`src/ucs_pkg.sv`:
```
// Package for the serial control/status register block.
// Assumes a single core clock domain and an SFR-style register port.
`default_nettype none
package ucs_pkg;
   // ==========================================================
   // Register map
   localparam logic [7:0] UCS_ADDR_SCSR = 8'h98;
   localparam logic [7:0] UCS_SCSR_RESET = 8'h20;
   // ==========================================================
   // Field positions
   localparam int UCS_BIT_OVR = 7;
   localparam int UCS_BIT_PERR = 6;
   localparam int UCS_BIT_THE = 5;
   localparam int UCS_BIT_REN = 4;
   localparam int UCS_BIT_TXX = 3;
   localparam int UCS_BIT_RXX = 2;
   localparam int UCS_BIT_TDONE = 1;
   localparam int UCS_BIT_RRDY = 0;
   localparam int UCS_FIFO_DEPTH = 3;
   // ==========================================================
   // Carriers
   typedef struct packed {
      logic valid;
      logic [7:0] data;
      logic extra;
      logic parity_bad;
      logic stop_ok;
   } ucs_rxchar_s;
   typedef struct packed {
      logic [7:0] scsr;
      logic [1:0] cnt;
      logic [9:0] fifo0;
      logic [9:0] fifo1;
      logic [9:0] fifo2;
      logic holding_full;
      logic [7:0] holding_data;
      logic stuck;
   } ucs_state_s;
endpackage : ucs_pkg
`default_nettype wire

```
`src/ucs_ctrl_status.sv`:
```
// Serial control/status register with receive FIFO and transmit holding register.
// Assumes the serializer and deserializer sit outside and talk over plain handshakes.
`timescale 1ns/10ps
`default_nettype none
module ucs_ctrl_status
   import ucs_pkg::*;
(
   // Clock and reset
   input wire logic REF_CLK,
   input wire logic RSTN,
   // SFR port
   input wire logic [7:0] SFR_ADDR,
   input wire logic SFR_WR,
   input wire logic SFR_RD,
   input wire logic SFR_BIT_WR,
   input wire logic [2:0] SFR_BIT_SEL,
   input wire logic [7:0] SFR_WDATA,
   input wire logic BUF_WR,
   input wire logic BUF_RD,
   output logic [7:0] SFR_RDATA,
   output logic [7:0] BUF_RDATA,
   // Options from the mode register
   input wire logic PARITY_EN,
   input wire logic EXTRA_EN,
   // Receiver side
   input wire ucs_pkg::ucs_rxchar_s RX_CHAR,
   output logic RX_ENABLE,
   // Transmitter side
   output logic TX_VALID,
   output logic [7:0] TX_DATA,
   output logic TX_EXTRA,
   input wire logic TX_TAKE,
   input wire logic TX_STOP_START,
   output logic TX_STUCK_LOW
);
   import ucs_pkg::*;

   ucs_state_s st_ff;
   ucs_state_s nxt_st;
   logic reg_hit;
   logic [7:0] wval;
   logic rx_in;
   logic pop;

   // ==========================================================
   // Next-state logic
   // Reads are combinational from the flops, so SFR_RD carries no meaning here
   always_comb
   begin
      reg_hit = (SFR_ADDR == UCS_ADDR_SCSR);
      wval = st_ff.scsr;
      if (SFR_BIT_WR && reg_hit)
      begin
         wval[SFR_BIT_SEL] = SFR_WDATA[0];
      end
      else if (SFR_WR && reg_hit)
      begin
         wval = SFR_WDATA;
      end
      rx_in = RX_CHAR.valid && st_ff.scsr[UCS_BIT_REN] && RX_CHAR.stop_ok;
      pop = BUF_RD && (st_ff.cnt != 2'd0);
      nxt_st = st_ff;
      // Software write first, then hardware sets win, so an event
      // landing on the cycle of a clearing write is never lost
      nxt_st.scsr = wval;
      nxt_st.scsr[UCS_BIT_THE] = st_ff.scsr[UCS_BIT_THE];
      // ======================================================
      // Receive FIFO
      // Pop before push, so a read and an arrival in one cycle keep
      // both bytes and raise no false overrun
      if (pop)
      begin
         nxt_st.fifo0 = st_ff.fifo1;
         nxt_st.fifo1 = st_ff.fifo2;
         nxt_st.cnt = st_ff.cnt - 2'd1;
      end
      if (rx_in)
      begin
         if (nxt_st.cnt == 2'(UCS_FIFO_DEPTH))
         begin
            nxt_st.scsr[UCS_BIT_OVR] = 1'b1;
         end
         else
         begin
            case (nxt_st.cnt)
               2'd0: nxt_st.fifo0 = {RX_CHAR.data, RX_CHAR.extra, RX_CHAR.parity_bad};
               2'd1: nxt_st.fifo1 = {RX_CHAR.data, RX_CHAR.extra, RX_CHAR.parity_bad};
               default: nxt_st.fifo2 = {RX_CHAR.data, RX_CHAR.extra, RX_CHAR.parity_bad};
            endcase
            nxt_st.cnt = nxt_st.cnt + 2'd1;
         end
      end
      // Ready flag cannot clear while data remains
      if (nxt_st.cnt != 2'd0)
      begin
         nxt_st.scsr[UCS_BIT_RRDY] = 1'b1;
      end
      if (nxt_st.cnt != 2'd0)
      begin
         nxt_st.scsr[UCS_BIT_RXX] = nxt_st.fifo0[1];
         // Re-raised each cycle a bad byte is oldest; a clear only
         // sticks once that byte has been read out
         if (PARITY_EN && nxt_st.fifo0[0])
         begin
            nxt_st.scsr[UCS_BIT_PERR] = 1'b1;
         end
      end
      // ======================================================
      // Transmit holding register
      // A write in the cycle of a take still counts as a write to a full register
      if (TX_TAKE && st_ff.holding_full)
      begin
         nxt_st.holding_full = 1'b0;
      end
      if (BUF_WR)
      begin
         if (st_ff.holding_full)
         begin
            // Wedges the transmitter; only RSTN clears it
            nxt_st.stuck = 1'b1;
         end
         else
         begin
            nxt_st.holding_full = 1'b1;
            nxt_st.holding_data = SFR_WDATA;
         end
      end
      nxt_st.scsr[UCS_BIT_THE] = !nxt_st.holding_full;
      if (TX_STOP_START)
      begin
         nxt_st.scsr[UCS_BIT_TDONE] = 1'b1;
      end
   end

   // ==========================================================
   // State register
   always_ff @(posedge REF_CLK or negedge RSTN)
   begin
      if (!RSTN)
      begin
         st_ff <= '0;
         st_ff.scsr <= UCS_SCSR_RESET;
      end
      else
      begin
         st_ff <= nxt_st;
      end
   end

   // ==========================================================
   // Outputs
   // Data buffer shows the oldest entry; it stays readable with the receiver off
   assign SFR_RDATA = reg_hit ? st_ff.scsr : 8'h00;
   assign BUF_RDATA = st_ff.fifo0[9:2];
   assign RX_ENABLE = st_ff.scsr[UCS_BIT_REN];
   // A wedged transmitter offers nothing, so the line stays low
   assign TX_VALID = st_ff.holding_full && !st_ff.stuck;
   assign TX_DATA = st_ff.holding_data;
   // Parity owns the extra slot whenever it is on
   assign TX_EXTRA = EXTRA_EN && !PARITY_EN && st_ff.scsr[UCS_BIT_TXX];
   assign TX_STUCK_LOW = st_ff.stuck;

   // ==========================================================
   // Checks: transmit side
   the_set_a: assert property (@(posedge REF_CLK) disable iff (!RSTN)
      (TX_TAKE && st_ff.holding_full && !BUF_WR) |=> st_ff.scsr[UCS_BIT_THE])
      else $error("empty flag not set after take");
   the_clear_a: assert property (@(posedge REF_CLK) disable iff (!RSTN)
      (BUF_WR && !st_ff.holding_full) |=> (!st_ff.scsr[UCS_BIT_THE] && TX_DATA == $past(SFR_WDATA)))
      else $error("empty flag not cleared by write");
   tdone_set_a: assert property (@(posedge REF_CLK) disable iff (!RSTN)
      TX_STOP_START |=> st_ff.scsr[UCS_BIT_TDONE]) else $error("tx done not set");
   stuck_set_a: assert property (@(posedge REF_CLK) disable iff (!RSTN)
      (BUF_WR && st_ff.holding_full) |=> (TX_STUCK_LOW && !TX_VALID))
      else $error("write to full holding register not trapped");
   stuck_hold_a: assert property (@(posedge REF_CLK) disable iff (!RSTN)
      TX_STUCK_LOW |=> (TX_STUCK_LOW && !TX_VALID)) else $error("stuck state left without reset");

   // ==========================================================
   // Checks: receive side
   ovr_set_a: assert property (@(posedge REF_CLK) disable iff (!RSTN)
      (rx_in && !pop && st_ff.cnt == 2'd3) |=> st_ff.scsr[UCS_BIT_OVR]) else $error("overrun not set");
   ovr_hold_a: assert property (@(posedge REF_CLK) disable iff (!RSTN)
      (st_ff.scsr[UCS_BIT_OVR] && !(SFR_WR && reg_hit) && !SFR_BIT_WR) |=> st_ff.scsr[UCS_BIT_OVR])
      else $error("overrun lost");
   perr_set_a: assert property (@(posedge REF_CLK) disable iff (!RSTN)
      (PARITY_EN && rx_in && RX_CHAR.parity_bad && st_ff.cnt == 2'd0) |=> st_ff.scsr[UCS_BIT_PERR])
      else $error("parity flag not set");
   perr_hold_a: assert property (@(posedge REF_CLK) disable iff (!RSTN)
      (st_ff.scsr[UCS_BIT_PERR] && !SFR_WR && !SFR_BIT_WR) |=> st_ff.scsr[UCS_BIT_PERR])
      else $error("parity flag cleared by hardware");
   fifo_cap_a: assert property (@(posedge REF_CLK) disable iff (!RSTN)
      (st_ff.cnt == 2'd3 && !BUF_RD) |=> st_ff.cnt == 2'd3) else $error("full fifo count moved");
   stop_drop_a: assert property (@(posedge REF_CLK) disable iff (!RSTN)
      (RX_CHAR.valid && !RX_CHAR.stop_ok && !pop) |=> st_ff.cnt == $past(st_ff.cnt))
      else $error("byte with bad stop bit stored");
   rx_store_a: assert property (@(posedge REF_CLK) disable iff (!RSTN)
      (rx_in && st_ff.cnt == 2'd0) |=> (st_ff.cnt == 2'd1 && BUF_RDATA == $past(RX_CHAR.data)))
      else $error("received byte not stored");
   pop_shift_a: assert property (@(posedge REF_CLK) disable iff (!RSTN)
      (pop && !rx_in && st_ff.cnt == 2'd2) |=> (st_ff.cnt == 2'd1 && BUF_RDATA == $past(st_ff.fifo1[9:2])))
      else $error("fifo read did not advance");
   rx_off_a: assert property (@(posedge REF_CLK) disable iff (!RSTN)
      (!st_ff.scsr[UCS_BIT_REN] && !pop) |=> st_ff.cnt == $past(st_ff.cnt)) else $error("rx while off");
   rrdy_hold_a: assert property (@(posedge REF_CLK) disable iff (!RSTN)
      (st_ff.cnt != 2'd0) |-> st_ff.scsr[UCS_BIT_RRDY]) else $error("ready low with data");
endmodule : ucs_ctrl_status
`default_nettype wire

```
`config.mk`:
```
export PLATFORM = sky130hd
export DESIGN_NAME = ucs_ctrl_status
export DESIGN_NICKNAME = d
export VERILOG_FILES = /design/src/ucs_pkg.sv /design/src/ucs_ctrl_status.sv
export SDC_FILE = /design/constraint.sdc
export NUM_CORES = 1
export LEC_CHECK = 0
export BUFFER_PORTS_ARGS = -buffer_cell sky130_fd_sc_hd__buf_2
export CORE_MARGIN = 2
export CORE_UTILIZATION = 53
export DETAILED_ROUTE_END_ITERATION = 8
export GPL_TIMING_DRIVEN = 0
export HOLD_SLACK_MARGIN = 0.05
export PLACE_DENSITY = 0.78
export SLEW_MARGIN = 20
export SYNTH_ARGS = -nofsm -noshare
export SYNTH_HDL_FRONTEND = slang
export SYNTH_SLANG_ARGS = --single-unit
```
`constraint.sdc`:
```
create_clock -name REF_CLK -period 2.8 [get_ports REF_CLK]
set_clock_uncertainty 0.1 [all_clocks]
set_input_delay 0.14 -clock REF_CLK [delete_from_list [all_inputs] [get_ports REF_CLK]]
set_output_delay 0.14 -clock REF_CLK [all_outputs]
set_load 0.03 [all_outputs]
```
==> results.sh <==
export IMPL_cp_end_kind="register"
export IMPL_max_freq_mhz=436
export IMPL_place_congestion=0.822
export IMPL_setup_violations=0
export IMPL_grt_pass1_wl_um=10100
export IMPL_cp_cell_sequence="inv_2 -> ha_1 -> and4bb_2 -> a31oi_1 -> nor2_4 -> mux2_2"
export IMPL_worstSetupStartpointType="register"
export IMPL_cp_required_ns=2.88
export IMPL_antenna_found_initial=0
export IMPL_yosysTopAreaCellShare_pct=44.4
export IMPL_ios=70
export IMPL_fin_crit_sh_pct=81.8
export IMPL_path_buf_inv=1
export IMPL_cp_endpoint="st_ff[17]"
export IMPL_mostFrequentLayoutCell="buf_2"
export IMPL_fp_coreArea_um2=5070
export IMPL_synth_top_cell_by_area="dfrtp_1"
export IMPL_r2r_setup_slack_ns=0.51
export IMPL_cts_tree="built"
export IMPL_root_buffer="clkbuf_8"
export IMPL_ant_nets=0
export IMPL_holdCritStartpoint="SFR_WDATA[0]"
export IMPL_dieArea_um2=5800
export IMPL_setup_tns_ns=0
export IMPL_vias_per_cell=5.18
export IMPL_path_depth=6
export IMPL_drt_initial_drc_count=212
export IMPL_wl_per_cell_um=13.7
export IMPL_fin_util_pct=69.5
export IMPL_htreeDepth=2
export IMPL_worst_pin_slew_ns=0.631
export IMPL_r2r_start="st_ff[40]"
export IMPL_synth_area_um2=2760
export IMPL_power_density_nw_per_um2=607
export IMPL_synthFlopType="dfrtp_1"
export IMPL_gr_total_overflow=0
export IMPL_drt_total_wl_um=5930
export IMPL_min_period_ns=2.29
export IMPL_max_vdd_ir_drop_uv=359
export IMPL_cp_startpoint="st_ff[40]"
export IMPL_yosys_top_cells_area="dfrtp_1, mux2_2, nand2_1"
export IMPL_rows=26
export IMPL_grt_max_degree=51
export IMPL_hold_class="in -> reg"
export IMPL_critPathMaxStageDelay_ns=0.51
export IMPL_die_w_um=76.2
export IMPL_rr_endpoint="st_ff[17]"
export IMPL_synth_edff_count=0
export IMPL_area_growth_pct=27.8
export IMPL_clk_pin_slew_ns=0.09
export IMPL_drive_gt1_share_pct=39.9
export IMPL_grt_pass1_vias=2190
export IMPL_maxCapViolations=0
export IMPL_synthDistinctLibCells=45
export IMPL_dr_pass1_iters=4
export IMPL_io_buffers=68
export IMPL_avgSynthCellArea_um2=10.5
export IMPL_arrival_ns=2.38
export IMPL_p_leak_nw=1.85
export IMPL_final_cell_mix="buf_2, nand2_1, dfrtp_1"
export IMPL_critPathTopFamily="simple AND/OR/NAND/NOR gates"
export IMPL_grt_total_usage_pct=21.4
export IMPL_relSlewSlack_pct=57.9
export IMPL_slew_viol_final=0
export IMPL_hold_violations=0
export IMPL_outcome="complete, no violations"
export IMPL_synth_warnings=0
export IMPL_cpMaxStageDelayCell="dfrtp_1"
export IMPL_r2r_cells=6
export IMPL_start_util_pct=54.4
export IMPL_netlist_instances=264
export IMPL_crit_fanout=10
export IMPL_cts_sinks=50
export IMPL_clk_insertion_delay_late_ns=0.29
export IMPL_synth_nets=307
export IMPL_rsz0062_at_grt="no"
export IMPL_numCtsBuffers=5
export IMPL_synth_seq_area_share_pct=45.4
export IMPL_num_nets_final=405
export IMPL_dp_hpwl_um=3990
export IMPL_die_h_um=76.2
export IMPL_route_vias_total=2243
export IMPL_ys_seq_elements=50
export IMPL_async_reset_ff_share_pct=100
export IMPL_path_class="reg -> reg"
export IMPL_cts_max_path_buffers=2
export IMPL_route_detailed_drc=0
export IMPL_diodes=0
==> worst register-to-register path: stages (launching register included) <==
cell	delay, ns
dfrtp_1	0.51
inv_2	0.12
ha_1	0.38
and4bb_2	0.31
a31oi_1	0.06
nor2_4	0.31
mux2_2	0.39
==> report_power, final <==
group | internal, mW | leakage (nW) | switching [mW]
registers | 0.833 | 0.645 | 0.0808
logic | 0.335 | 1.15 | 0.397
clock network | 0.268 | 0.0524 | 0.229
==> what timing repair did <==
| item | 4_1_cts | 5_1_grt |
|---|---|---|
| hold buffers | 23 | 0 |
| setup endpoints to repair | 0 | 0 |
| setup buffers | 0 | 0 |
| gates resized for setup | 0 | 0 |
| endpoints found under the hold margin | 91 | 0 |
==> registers in the layout (all words and copies together) (netlist names) <==
name / count
st_ff: 32
TX_STUCK_LOW: 1
RX_ENABLE: 1
TX_DATA: 8
BUF_RDATA: 8
==> area by class of cell <==
class	instances	area, um2
plain buffers	28	189
clock buffers	7	76.3
flip-flops and latches	50	1250
repair buffers	91	573
clock inverters	1	30.0
well taps	70	87.6
inverters	6	22.5
fillers	409	1550
multi-input cells	180	1300
==> how the worst min path moves through the flow <==
stage | to | depth (start not counted) | slack [ns]
6_report | TX_DATA[0] | 2 | 0.12
5_1_grt | TX_DATA[0] | 2 | 0.12
4_1_cts | TX_DATA[0] | 2 | 0.10
3_5_place_dp | st_ff[9] | 2 | 0.24
3_3_place_gp | st_ff[9] | 2 | 0.23
2_1_floorplan | BUF_RDATA[0] | 0 | -0.26
==> logic make-up after synthesis <==
| logic type | count (synthesis) | synth area share [%] |
|---|---|---|
| adders and majority gates | 1 | 0.453 |
| and+or+nand+nor | 101 | 18.8 |
| muxes | 46 | 19.7 |
| buffers and inverters | 34 | 7.66 |
| AOI/OAI and AO/OA | 32 | 8.02 |
| DFF | 50 | 45.4 |
==> routing by layer <==
| metal | GRT usage, % | vias to the layer above | wire length, um | share of wire, % |
|---|---|---|---|---|
| met5 | 0 | - | 0 | 0 |
| met4 | 4.00 | 0 | 20 | 0.34 |
| met3 | 4.38 | 2 | 235 | 4.0 |
| met2 | 35.5 | 52 | 2950 | 50 |
| met1 | 29.5 | 1090 | 2720 | 46 |
| li1 | - | 1099 | - | - |
==> stage by stage <==
stage	hold WS [ns]	cell area, um2	instances	worst slack [ns]	power [mW]
finish	0.118	3530	433	0.508	2.14
floorplan	-0.256	2760	264	0.771	1.44
detailed placement	0.237	3190	402	0.551	1.63
global route	0.116	3530	433	0.424	2.27
global placement	0.231	3190	402	0.552	1.61
CTS	0.101	3520	433	0.526	2.15
==> synthesized netlist by cell type, types with 5 or more instances <==
master / n
dfrtp_1: 49
mux2_2: 30
buf_4: 17
and3_1: 10
inv_1: 5
mux2i_1: 7
mux2_4: 9
clkbuf_1: 5
o21ai_0: 9
nand2_1: 57
nand3_1: 5
No activity file was read; power rests on OpenSTA's default activity.
